[src/shared/bles_consts.svh]
/*
 * Constants of the byte-lane steering unit: transfer-width codes, lane
 * geometry and power-up timing.
 * Assumes inclusion by its bare name from the package and the design.
 */
`ifndef BLES_CONSTS_SVH
`define BLES_CONSTS_SVH

// Transfer-width codes shared by the core side and the bus side
`define BLES_SIZE_BYTE 2'h0
`define BLES_SIZE_HALF 2'h1
`define BLES_SIZE_WORD 2'h3

// Lane geometry of the 32-bit data bus
`define BLES_LANE_BITS 8
`define BLES_LANES 4
`define BLES_OFF_ONE 2'h1
`define BLES_HALF_FLIP 2'h2
`define BLES_BE_ALL 4'hf
`define BLES_BE_LOW 4'h1
`define BLES_BE_HIGH 4'h8
`define BLES_BE_PAIR 4'h3

// Clock and the settle time of the byte-order strap after reset release
`define BLES_CLK_NS 4
`define BLES_LOCK_NS 12
`define BLES_LOCK_CYCLES ((`BLES_LOCK_NS + `BLES_CLK_NS - 1) / `BLES_CLK_NS)

`endif

[src/shared/bles_pkg.sv]
/*
 * Types of the byte-lane steering unit.
 * Assumes bles_consts.svh is on the include path.
 */
`include "bles_consts.svh"

package bles_pkg;

	// Transfer-width code
	typedef logic [1:0] bles_size_t;

	// Sequencer states, one-hot
	typedef enum logic [2:0] {
		ST_WAIT_MODE = 3'b001,
		ST_IDLE = 3'b010,
		ST_BUS = 3'b100
	} bles_state_t;

endpackage : bles_pkg

[src/hdl/bles_steer.sv]
/*
 * Byte-lane steering between a 32-bit core load/store port and the
 * external 32-bit data bus, in either byte order chosen by a strap.
 * Assumes one outstanding transfer, bus_ack from logic on clk, and a
 * strap pin that is stable from power-up on.
 */
`timescale 1ns/100ps
`include "bles_consts.svh"

module bles_steer #(
	parameter int LOCK_CYCLES = `BLES_LOCK_CYCLES
) (
	// Clock and reset
	input wire logic clk,
	input wire logic reset_n,
	// Byte-order strap pin
	input wire logic big_endian_strap,
	// Core request
	input wire logic core_valid,
	input wire logic core_write,
	input wire logic core_fetch,
	input wire logic core_unsigned,
	input wire bles_pkg::bles_size_t core_size,
	input wire logic [31:0] core_addr,
	input wire logic [31:0] core_wdata,
	output logic core_ready_reg,
	// Core answer
	output logic result_valid_reg,
	output logic [31:0] result_reg,
	output logic mode_big_reg,
	// External data bus
	output logic bus_req_reg,
	output logic bus_write_reg,
	output bles_pkg::bles_size_t bus_size_reg,
	output logic [31:0] bus_addr_reg,
	output logic [3:0] bus_be_reg,
	output logic [31:0] bus_wdata_reg,
	input wire logic bus_ack,
	input wire logic [31:0] bus_rdata
);
	import bles_pkg::*;

	// Lowest lane of a sub-word item; halfwords sit on even offsets
	function automatic logic [1:0] lane_of(input bles_size_t sz, input logic [1:0] off,
		input logic big);
		// Bit 0 of a halfword offset is dropped so a pair never runs past lane 3
		if (sz == `BLES_SIZE_HALF)
			lane_of = big ? ({off[1], 1'b0} ^ `BLES_HALF_FLIP) : {off[1], 1'b0};
		else
			lane_of = big ? ~off : off;
	endfunction : lane_of

	bles_state_t state_reg;
	logic strap_meta_reg;
	logic strap_sync_reg;
	logic [3:0] lock_cnt_reg;
	logic op_write_reg;
	logic op_fetch_reg;
	logic op_unsigned_reg;
	bles_size_t op_size_reg;
	logic [1:0] op_lane_reg;
	logic take;
	logic [7:0] rd_byte;
	logic [15:0] rd_half;
	logic [31:0] result_next;
	logic [1:0] req_lane;

	assign take = (state_reg == ST_IDLE) && core_ready_reg && core_valid;
	assign req_lane = lane_of(core_size, core_addr[1:0], mode_big_reg);

	// Two-stage synchroniser for the strap pin
	always_ff @(posedge clk or negedge reset_n) begin
		if (!reset_n) begin
			strap_meta_reg <= 1'b0;
			strap_sync_reg <= 1'b0;
		end else begin
			strap_meta_reg <= big_endian_strap;
			strap_sync_reg <= strap_meta_reg;
		end
	end

	// Byte order follows the synchronised strap on every cycle of ST_WAIT_MODE, then frozen
	always_ff @(posedge clk or negedge reset_n) begin
		if (!reset_n) begin
			lock_cnt_reg <= 4'h0;
			mode_big_reg <= 1'b0;
		end else if (state_reg == ST_WAIT_MODE) begin
			lock_cnt_reg <= lock_cnt_reg + 4'h1;
			mode_big_reg <= strap_sync_reg;
		end
	end

	// Sequencer: wait for mode, accept one request, wait for the bus
	always_ff @(posedge clk or negedge reset_n) begin
		if (!reset_n) begin
			state_reg <= ST_WAIT_MODE;
			core_ready_reg <= 1'b0;
		end else begin
			unique case (state_reg)
				ST_WAIT_MODE: begin
					if (lock_cnt_reg >= 4'(LOCK_CYCLES + 2)) begin
						state_reg <= ST_IDLE;
						core_ready_reg <= 1'b1;
					end
				end
				ST_IDLE: begin
					if (take) begin
						state_reg <= ST_BUS;
						core_ready_reg <= 1'b0;
					end
				end
				ST_BUS: begin
					if (bus_ack) begin
						state_reg <= ST_IDLE;
						core_ready_reg <= 1'b1;
					end
				end
			endcase
		end
	end

	// Bus request: address and width pass through unchanged in both modes
	always_ff @(posedge clk or negedge reset_n) begin
		if (!reset_n) begin
			bus_req_reg <= 1'b0;
			bus_write_reg <= 1'b0;
			bus_size_reg <= `BLES_SIZE_WORD;
			bus_addr_reg <= 32'h0000_0000;
		end else begin
			bus_req_reg <= take;
			if (take) begin
				bus_write_reg <= core_write;
				bus_size_reg <= core_size;
				bus_addr_reg <= core_addr;
			end
		end
	end

	// Store lanes and enables follow the same mapping as loads
	always_ff @(posedge clk or negedge reset_n) begin
		if (!reset_n) begin
			bus_be_reg <= 4'h0;
			bus_wdata_reg <= 32'h0000_0000;
		end else if (take) begin
			unique case (core_size)
				`BLES_SIZE_BYTE: begin
					bus_be_reg <= `BLES_BE_LOW << req_lane;
					bus_wdata_reg <= 32'(core_wdata[7:0]) << (req_lane * 8);
				end
				`BLES_SIZE_HALF: begin
					bus_be_reg <= `BLES_BE_PAIR << req_lane;
					bus_wdata_reg <= 32'(core_wdata[15:0]) << (req_lane * 8);
				end
				default: begin
					bus_be_reg <= `BLES_BE_ALL;
					bus_wdata_reg <= core_wdata;
				end
			endcase
		end
	end

	// Operation kept for steering the answer
	always_ff @(posedge clk or negedge reset_n) begin
		if (!reset_n) begin
			op_write_reg <= 1'b0;
			op_fetch_reg <= 1'b0;
			op_unsigned_reg <= 1'b0;
			op_size_reg <= `BLES_SIZE_WORD;
			op_lane_reg <= 2'h0;
		end else if (take) begin
			op_write_reg <= core_write;
			op_fetch_reg <= core_fetch;
			op_unsigned_reg <= core_unsigned;
			op_size_reg <= core_size;
			op_lane_reg <= req_lane;
		end
	end

	// Load steering: pick the lane, extend; words and fetches pass verbatim
	always_comb begin
		rd_byte = bus_rdata[op_lane_reg * 8 +: 8];
		rd_half = bus_rdata[op_lane_reg * 8 +: 16];
		if (op_fetch_reg)
			result_next = bus_rdata;
		else if (op_size_reg == `BLES_SIZE_BYTE)
			result_next = op_unsigned_reg ? {24'h00_0000, rd_byte}
				: {{24{rd_byte[7]}}, rd_byte};
		else if (op_size_reg == `BLES_SIZE_HALF)
			result_next = op_unsigned_reg ? {16'h0000, rd_half} : {{16{rd_half[15]}}, rd_half};
		else
			result_next = bus_rdata;
	end

	// Answer to the core, one pulse per completed transfer
	always_ff @(posedge clk or negedge reset_n) begin
		if (!reset_n) begin
			result_valid_reg <= 1'b0;
			result_reg <= 32'h0000_0000;
		end else begin
			result_valid_reg <= (state_reg == ST_BUS) && bus_ack;
			if ((state_reg == ST_BUS) && bus_ack && !op_write_reg)
				result_reg <= result_next;
		end
	end

	// Checks
	logic ack_load;
	assign ack_load = (state_reg == ST_BUS) && bus_ack && !op_write_reg;

	a_ubyte_zero_fill: assert property (@(posedge clk) disable iff (!reset_n)
		ack_load && !op_fetch_reg && op_size_reg == `BLES_SIZE_BYTE && op_unsigned_reg
		|=> result_reg[31:8] == 24'h00_0000 && result_reg[7:0] == $past(rd_byte))
		else $error("unsigned byte load not zero filled");
	a_addr_size_pass: assert property (@(posedge clk) disable iff (!reset_n)
		take |=> bus_req_reg && bus_addr_reg == $past(core_addr)
			&& bus_size_reg == $past(core_size))
		else $error("bus address or width altered");
	a_byte_one_lane: assert property (@(posedge clk) disable iff (!reset_n)
		bus_req_reg && bus_size_reg == `BLES_SIZE_BYTE |-> $onehot(bus_be_reg))
		else $error("byte access enables more than one lane");
	a_offset_one_lane: assert property (@(posedge clk) disable iff (!reset_n)
		ack_load && !op_fetch_reg && op_size_reg == `BLES_SIZE_BYTE
			&& bus_addr_reg[1:0] == `BLES_OFF_ONE
		|=> result_reg[7:0] == (mode_big_reg ? $past(bus_rdata[23:16]) : $past(bus_rdata[15:8])))
		else $error("offset one byte taken from wrong lane");
	a_word_untouched: assert property (@(posedge clk) disable iff (!reset_n)
		ack_load && (op_fetch_reg || op_size_reg == `BLES_SIZE_WORD)
		|=> result_reg == $past(bus_rdata))
		else $error("word or fetch data altered");
	a_word_store: assert property (@(posedge clk) disable iff (!reset_n)
		take && core_size == `BLES_SIZE_WORD
		|=> bus_be_reg == `BLES_BE_ALL && bus_wdata_reg == $past(core_wdata))
		else $error("word store altered");
	a_mode_held: assert property (@(posedge clk) disable iff (!reset_n)
		state_reg != ST_WAIT_MODE |=> $stable(mode_big_reg))
		else $error("byte order changed during session");
	a_store_lanes: assert property (@(posedge clk) disable iff (!reset_n)
		bus_req_reg && bus_write_reg && bus_size_reg == `BLES_SIZE_BYTE
		|-> bus_be_reg == (mode_big_reg ? (`BLES_BE_HIGH >> bus_addr_reg[1:0])
			: (`BLES_BE_LOW << bus_addr_reg[1:0])))
		else $error("byte store on wrong lane");
	a_answer_bound: assert property (@(posedge clk) disable iff (!reset_n)
		(take || ((state_reg == ST_BUS) && !bus_ack)) |=> state_reg == ST_BUS)
		else $error("sequencer left bus wait early");

	c_byte_load_big: cover property (@(posedge clk) disable iff (!reset_n)
		ack_load && mode_big_reg && op_size_reg == `BLES_SIZE_BYTE);
	c_half_store: cover property (@(posedge clk) disable iff (!reset_n)
		take && core_write && core_size == `BLES_SIZE_HALF);
	c_fetch_done: cover property (@(posedge clk) disable iff (!reset_n)
		ack_load && op_fetch_reg);

endmodule : bles_steer

[config.mk]
export PLATFORM = sky130hd
export DESIGN_NAME = bles_steer
export DESIGN_NICKNAME = d
export VERILOG_FILES = /design/src/shared/bles_pkg.sv /design/src/hdl/bles_steer.sv
export VERILOG_INCLUDE_DIRS = /design/src /design/src/shared
export SDC_FILE = /design/constraint.sdc
export NUM_CORES = 1
export LEC_CHECK = 0
export BUFFER_PORTS_ARGS = -buffer_cell sky130_fd_sc_hd__clkbuf_2
export CAP_MARGIN = 20
export CORE_MARGIN = 2
export CORE_UTILIZATION = 39
export DETAILED_ROUTE_END_ITERATION = 6
export HOLD_SLACK_MARGIN = 0.1
export PLACE_DENSITY_LB_ADDON = 0.05
export SLEW_MARGIN = 0
export SYNTH_ARGS = -nofsm -noshare
export SYNTH_HDL_FRONTEND = slang
export SYNTH_SLANG_ARGS = --single-unit
[constraint.sdc]
create_clock -name clk -period 3.91 [get_ports clk]
set_clock_uncertainty 0.05 [all_clocks]
set_input_delay 0.5865 -clock clk [delete_from_list [all_inputs] [get_ports clk]]
set_output_delay 0.5865 -clock clk [all_outputs]
set_load 0.01 [all_outputs]
# Yosys cells after proc, flatten, opt, wreduce, memory -nomap -nowiden
# Cells that the tools add are included.
# word_totals
ff_bits,120
# op_classes
addsub,1
n_lt_le_gt_ge,1
eq_ne,8
n_shift,6
n_mux,18
n_bitwise,2
n_reduce_logical,8
# ops
cell,n
$mux W32,5
$pmux W32 S2,1
$shiftx A32 B6 Y16,1
$shiftx A32 B6 Y8,1
$shl A16 B5 Y32,1
$shl A8 B5 Y32,1
$mux W3,3
$pmux W3 S3,1
$pmux W4 S2,1
$mux W2,3
$add A4 B1 Y4 const B,1
$eq A2 B1 Y1 const B,2
$ge A4 B3 Y1 const B,1
$logic_and A1 B1 Y1,4
$logic_not A2 Y1,2
$ne A2 B2 Y1 const B,2
$shl A1 B2 Y4 const A,1
$shl A2 B2 Y4 const A,1
$eq A3 B1 Y1 const B,1
$eq A3 B2 Y1 const B,1
$eq A3 B3 Y1 const B,1
$mux W1,3
$pmux W1 S3,1
$reduce_and A3 Y1,1
4 further kinds,4

# Logic depth before layout (Yosys ltp)
# Gate-level depths: netlist of the first run.
# logic_depth
depth_word,5
ltp_mapped,8

# Least setup slack after synthesis of the first run
# No wires, ideal clock.
# synth_path
kind,reg2reg
start,reg op_size_reg[0]
end,reg result_reg[21]
setup_ns,0.129
arrival_time_ns,1.780
t_required_ns,3.731
path_slack_ns,1.950
path_stages_with_launch,6
path_buffers,2
cell_sequence,dfstp_2 buf_2 mux4_2 o211ai_2 buf_2 nand3_1
# synth_via
elab_chain_len,4
word_cells_on_any_way,5
cone_classes,eq/ne (1); mux (3); reduce/logical (1)
# synth_lines
element,line_no,text
"start, declared",bles_steer.sv:60,bles_size_t op_size_reg;
"start signal, assigned",bles_steer.sv:168,op_size_reg <= `BLES_SIZE_WORD;
"start signal, assigned",bles_steer.sv:174,op_size_reg <= core_size;
$eq A2 B1 Y1 (no source line),--,
$mux W32,bles_steer.sv:188,else if (op_size_reg == `BLES_SIZE_HALF)
$mux W32 (*),bles_steer.sv:185,else if (op_size_reg == `BLES_SIZE_BYTE)
$mux W32 (*),bles_steer.sv:183,if (op_fetch_reg)
"end signal, assigned",bles_steer.sv:202,result_reg <= result_next;
"end, declared",bles_steer.sv:29,"output logic [31:0] result_reg,"
# Every way passes the cells marked *; elsewhere a longest branch is shown, timed or not.
# A chain may end at the register's enable or synchronous reset.

# Final worst setup path of the first run
# layout_path
start,reg op_lane_reg[0]
end,reg result_reg[12]
# layout_via
elab_chain_len,5
word_cells_on_any_way,7
cone_classes,shift (2); mux (5)
# layout_lines
element,line_no,text
"start, declared",bles_steer.sv:61,logic [1:0] op_lane_reg;
"start signal, assigned",bles_steer.sv:175,op_lane_reg <= req_lane;
$shiftx A32 B6 Y16,bles_steer.sv:182,rd_half = bus_rdata[op_lane_reg * 8 +: 16];
$mux W32,bles_steer.sv:189,"result_next = op_unsigned_reg ? {16'h0000, rd_half} : {{16{rd_half[15]}}, rd_half};"
$mux W32,bles_steer.sv:188,
$mux W32 (*),bles_steer.sv:185,
$mux W32 (*),bles_steer.sv:183,
# Marked as above.

==> results of run 1 <==
[layout by cell type (no fill, tap or decap), drive strengths merged, types with 5 or more instances in the layout]
cell type / netlist / layout
nand2: 165 / 165
dfrtp: 116 / 116
clkbuf: 21 / 239
nor2b: 5 / 5
a2111oi: 6 / 6
and3: 8 / 8
nand2b: 10 / 10
nor2: 18 / 18
a22o: 8 / 8
and2: 6 / 6
a221o: 8 / 8
buf: 18 / 7
inv: 9 / 9
a21oi: 10 / 10
nand3: 50 / 50
mux2i: 9 / 9
o21ai: 26 / 26
a211oi: 6 / 6
o2bb2ai: 5 / 5
o211ai: 19 / 19
xnor2: 5 / 5
a22oi: 9 / 9
[kinds of logic (layout without fill, tap and decap cells)]
| group | after synthesis | count (layout) | synth area share |
|---|---|---|---|
| XOR/XNOR | 6 | 6 | 0.0109 |
| adder cells (fa/ha/maj) | 3 | 3 | 0.00682 |
| flip-flops | 119 | 119 | 0.542 |
| AO/OA/AOI/OAI | 104 | 104 | 0.138 |
| AND/OR/NAND/NOR | 281 | 281 | 0.238 |
| buffers and inverters | 48 | 259 | 0.0380 |
| multiplexers | 12 | 12 | 0.0266 |
[area by class of cell]
cell class / count / area share
sequential: 119 / 0.414
multi-input combinational: 406 / 0.322
timing repair buffer: 218 / 0.156
clock buffer: 28 / 0.0690
tap: 180 / 0.0313
inverter: 9 / 0.00469
clock inverter: 4 / 0.00313
[critical path, cell delays in order (launching register included)]
cell and delay, ns:
dfrtp_1 0.88, mux4_2 0.61, nor4b_4 0.19, a2111oi_1 0.40, a211oi_1 0.10
[per-layer routing]
metal / wire length, microns / up-vias / share of wire / global-route usage
met4: 240 / 0 / 0.015 / 0.0726
met2: 7410 / 208 / 0.47 / 0.327
met3: 1240 / 21 / 0.078 / 0.0613
met1: 7020 / 2369 / 0.44 / 0.302
li1: - / 2391 / - / -
met5: 0 / - / 0 / 0
[power breakdown]
group	total (W)	internal [W]	switching, W	leakage [nW]
clock	0.00138	0.000856	0.000522	0.252
combinational	0.00170	0.000718	0.000979	1.98
sequential	0.00210	0.00171	0.000387	1.49
total	0.00517	0.00328	0.00189	3.72
[per-stage QoR]
stage	power, W	setup slack, ns	instance area, sq um	hold slack [ns]	util
after floorplan	0.00304	1.95	5500	0.241	-
after global placement	0.00380	1.22	6680	0.287	0.483
after detailed placement	0.00383	1.16	6680	0.318	0.483
after CTS	0.00523	1.56	7200	0.199	0.520
after global routing	0.00554	1.33	7200	0.230	0.520
final	0.00517	1.53	7200	0.179	0.520
[path summary, 6_finish.rpt]
check	start	to	slack (ns)	cells after the start
worst min register to register	strap_meta_reg	strap_sync_reg	0.32	0
min in group clk	big_endian_strap	strap_meta_reg	0.25	1
max in group asynchronous	reset_n	state_reg[0]	2.84	2
worst max register to register	op_lane_reg[0]	result_reg[12]	1.53	4
worst min-delay path	reset_n	state_reg[1]	0.18	1
worst max-delay path	op_lane_reg[0]	result_reg[12]	1.53	4
==> run summary, run 1 <==
status: finished, final reports clean
std cell rows: 43
CP Launch Type: flop
initial antenna violation count: 0
CTS tree: built
max cap viols: 0
grt total ovfl: 0
RePlAce Congestion: 0.875
Syn Area/Cell: 9.60 sq um
FF+latch count, synth: 119
worst-margin pin slew: 0.863 ns
Post-Syn Area: 5500 sq um
top_reg_cell synth: dfrtp_1
top cell type by total area after synthesis: dfrtp_1
CTS Root Cell: clkbuf_16
Crit Path Category: flop to flop
syn_nets: 682
P&R area growth vs syn: 30.8%
io pins: 213
DR vias: 4989
Power Dens Cells: 719 nW/um^2
vias in the first global route: 4902
min-delay worst type: input pin to async pin
n_diodes: 0
Nets: 880
DR iter-0 viols: 363
Global Route Usage Sum: 0.217
DRT Pass-1 Iters: 5
RSZ-0062 raised after global routing: no
clock-pin slew on the worst setup and hold paths: 0.05 ns
vias per inst: 5.18
final setup TNS: 0 ns
Post-DP HPWL: 11.1 mm
Hold Buf Count CTS: 0
area occupied by multi-input gates: 2320 sq um
Critical Path RT: 4.12 ns
Slew Viols, Final: 0
most frequent cells after synthesis: 165 x nand2_1, 116 x dfrtp_1, 48 x nand3_1
sequential area share after synthesis: 0.542
H-tree levels: 4
Post-route DRC: 0
Clock Latency Late Sink: 0.41 ns
Core ar.: 13800 sq um
share of flip-flops with an asynchronous set or reset: 1.00
clk buf depth: 2
synth top area cells: dfrtp_1 53%, nand2_1 11%, nand3_1 4.4%, o211ai_1 2.5%, o21ai_0 2.3%
Ys Warns: 0
# resized after CTS: 0
first-pass GRT wire length: 25.2 mm
Reg area: 2980 sq um
share of post-route cells with drive strength above 1: 0.334
Tmin final: 2.38 ns
most numerous cell in the Yosys netlist: nand2_1
Post-synth EDFFs: 0
Gate Count Post-Synth: 573
fin cells: 964
CP endpoint kind: flop
Final period util: 0.610
Final Hold Fails: 0
Detail Route Antenna Nets: 0
largest net degree at the start of global routing: 79
Die W: 123 microns
final wirelength: 15.9 mm
die area: 15100 sq um
Worst Path Arrival: 2.59 ns
Cell variety after synth: 57
worst vdd ir: 0.000337 V
die height: 123 microns
post-synth top area share: 0.528
Leak: 3.72 nW
placed cells: 932
CTS buffer count: 17
Final Setup Violations: 0
Initial Util: 0.398
port buffer count: 212
Sink Count: 119
post-DR wirelength/cell: 16.5 microns
maximum fanout along the worst path: 26
# fillers: 1320
Max Freq: 0.419 GHz
slew margin rel.: 0.422
Setup Buffers After CTS: 0
No activity file was read; power rests on OpenSTA's default activity.
==> run 2: changes to the inputs <==
==> constraint.sdc (replaced) <==
create_clock -name clk -period 2.2 [get_ports clk]
set_clock_uncertainty 0.05 [all_clocks]
set_input_delay 0.33 -clock clk [delete_from_list [all_inputs] [get_ports clk]]
set_output_delay 0.33 -clock clk [all_outputs]
set_load 0.01 [all_outputs]
==> run 2 against run 1 <==
  * Sequential share of layout area is 3.3 points lower
  * Maximum frequency up 20%
  * Worst hold slack got worse by 0.056 ns
  * Sequential power rose by 71%
  * Sequential cell count stayed put
  * Non-clock buffer count rose by 59
  * Critical path depth is 1 higher
  * Via count rose by 5.5%
==> run summary, run 2 (same netlist as run 1, synthesis figures left out) <==
Leak: 4.02 nW (+8.0%)
vias per inst: 5.15 (-0.46%)
Cell Chain, Critical Path: or3_2 > inv_2 > buf_12 > nand3_2 > o211ai_1
Final Setup Violations: 0 (unchanged)
Crit-path slowest cell: or3_2
share of post-route cells with drive strength above 1: 0.346 (+0.0114)
port buffer count: 212 (unchanged)
Nets: 939 (+6.7%)
Max Freq: 0.505 GHz (+20%)
Crit Path Category: flop to flop
part of the power in registers: 0.370 (-0.035)
slew margin rel.: 0.574 (+0.151)
CTS buffer count: 17 (unchanged)
Critical Path RT: 2.48 ns (-1.64 ns)
Worst Path Arrival: 2.26 ns (-0.33 ns)
total power: 0.00974 W (+88%)
die height: 123 microns (unchanged)
Reg area: 2980 sq um (unchanged)
Sink Count: 119 (unchanged)
Die W: 123 microns (unchanged)
share of total power in the clock network: 0.290 (+0.023)
clk buf depth: 2 (unchanged)
status: finished, final reports clean
initial antenna violation count: 0 (unchanged)
Power Dens Cells: 1250 nW/um^2 (+73%)
Tmin final: 1.98 ns (-0.403 ns)
max cap viols: 0 (unchanged)
area occupied by multi-input gates: 2320 sq um (unchanged)
RSZ-0062 raised after global routing: no
most frequent cells in the layout: 211 x clkbuf_2, 165 x nand2_1, 116 x dfrtp_1
DRT Pass-1 Iters: 6 (+1)
Post-DP HPWL: 11.9 mm (+7.5%)
n_diodes: 0 (unchanged)
delay-heaviest family, CP: simple AND/OR/NAND/NOR gates
Max stage delay on crit path: 0.65 ns (-0.23 ns)
Final period util: 0.901 (+0.291)
Post-route DRC: 0 (unchanged)
worst vdd ir: 0.000542 V (+60%)
Buf/Inv on CP: 2 (+2)
Net Sw Frac: 0.358 (-0.00664)
P_sw: 0.00349 W (+85%)
Initial Util: 0.398 (unchanged)
min-delay worst type: input pin to flop
CTS tree: built
Global Route Usage Sum: 0.227 (+0.0101)
maximum fanout along the worst path: 31 (+19%)
CTS Root Cell: clkbuf_16
DR iter-0 viols: 350 (-3.6%)
final setup TNS: 0 ns (unchanged)
commonest non-fill, non-tap cell in the layout: clkbuf_2
internal power: 0.00625 W (+90%)
first-pass GRT wire length: 26.2 mm (+4.0%)
P&R area growth vs syn: 42.1%
post-DR wirelength/cell: 16.2 microns (-1.7%)
std cell rows: 43 (unchanged)
Detail Route Antenna Nets: 0 (unchanged)
final wirelength: 16.6 mm (+4.3%)
combinational fraction of design power: 0.340 (+0.012)
# fillers: 1258 (-4.7%)
Core ar.: 13800 sq um (unchanged)
clock-pin slew on the worst setup and hold paths: 0.05 ns (about the same)
DR vias: 5265 (+5.5%)
worst-margin pin slew: 0.639 ns (-0.224 ns)
io pins: 213 (unchanged)
H-tree levels: 4 (unchanged)
vias in the first global route: 5179 (+5.7%)
RePlAce Congestion: 0.831 (-5.0%)
CP endpoint kind: flop
Clock Latency Late Sink: 0.42 ns (about the same)
Slew Viols, Final: 0 (unchanged)
CP Launch Type: flop
Final Hold Fails: 0 (unchanged)
grt total ovfl: 0 (unchanged)
largest net degree at the start of global routing: 48 (-39%)
die area: 15100 sq um (unchanged)
[run 2: worst register-to-register path, delay by kind of cell (launching register included)]
| family | cells | cell delay [ns] |
|---|---|---|
| AOI/OAI and AO/OA | 1 | 0.22 |
| buffers and inverters | 2 | 0.36 |
| DFF | 1 | 0.42 |
| and+or+nand+nor | 2 | 0.85 |
[run 2: cell type report]
class                   instances  share of cell area
flip-flops and latches        119               0.381
multi-input cells             406               0.296
repair buffers                277               0.213
clock buffers                  18              0.0562
well taps                     180              0.0288
clock inverters                13              0.0198
inverters                       9             0.00432
[run 2: through the flow]
step / setup slack (ns) / cell area (sq um) / std cells / util / hold WS (ns)
after floorplan: 0.240 / 5500 / 573 / - / -0.0156
after global placement: 0.269 / 6860 / 954 / 0.496 / 0.285
after detailed placement: 0.196 / 6860 / 954 / 0.496 / 0.297
after CTS: 0.205 / 7820 / 1022 / 0.566 / 0.107
after global routing: 0.0941 / 7820 / 1022 / 0.566 / 0.126
final: 0.218 / 7820 / 1022 / 0.566 / 0.123
[run 2: metal layers]
| metal | GRT usage | vias up | routed length [microns] |
|---|---|---|---|
| met5 | 0 | - | 0 |
| met4 | 0.0848 | 0 | 251 |
| met3 | 0.0655 | 23 | 1400 |
| met2 | 0.364 | 193 | 8030 |
| met1 | 0.292 | 2550 | 6900 |
| li1 | - | 2499 | - |
[run 2: what timing repair did]
item | CTS | global route
buffers inserted | 0 | 0
gates resized for setup | 0 | 0
endpoints found under the hold margin | 76 | 0
setup endpoints to repair | 0 | 0
hold buffers | 37 | 0
[run 2: final timing paths]
path                                start                 to  slack (ns)  depth (start not counted)
setup reg to reg             state_reg[2]  bus_wdata_reg[13]        0.22                          5
setup / recovery             state_reg[2]  bus_wdata_reg[13]        0.22                          5
hold reg to reg            strap_meta_reg     strap_sync_reg        0.29                          0
min in group asynchronous         reset_n     result_reg[18]        0.43                          2
hold / removal             core_wdata[28]  bus_wdata_reg[28]        0.12                          3
max in group asynchronous         reset_n     result_reg[11]        0.98                          3
[run 2: power by group through the flow]
| stage | registers [W] | clock network [W] | logic, W |
|---|---|---|---|
| floorplan | 0.00390 | 0 | 0.00151 |
| global placement | 0.00360 | 0 | 0.00327 |
| detailed placement | 0.00362 | 0 | 0.00331 |
| CTS | 0.00361 | 0.00287 | 0.00336 |
| global route | 0.00372 | 0.00298 | 0.00369 |
| finish | 0.00360 | 0.00282 | 0.00332 |
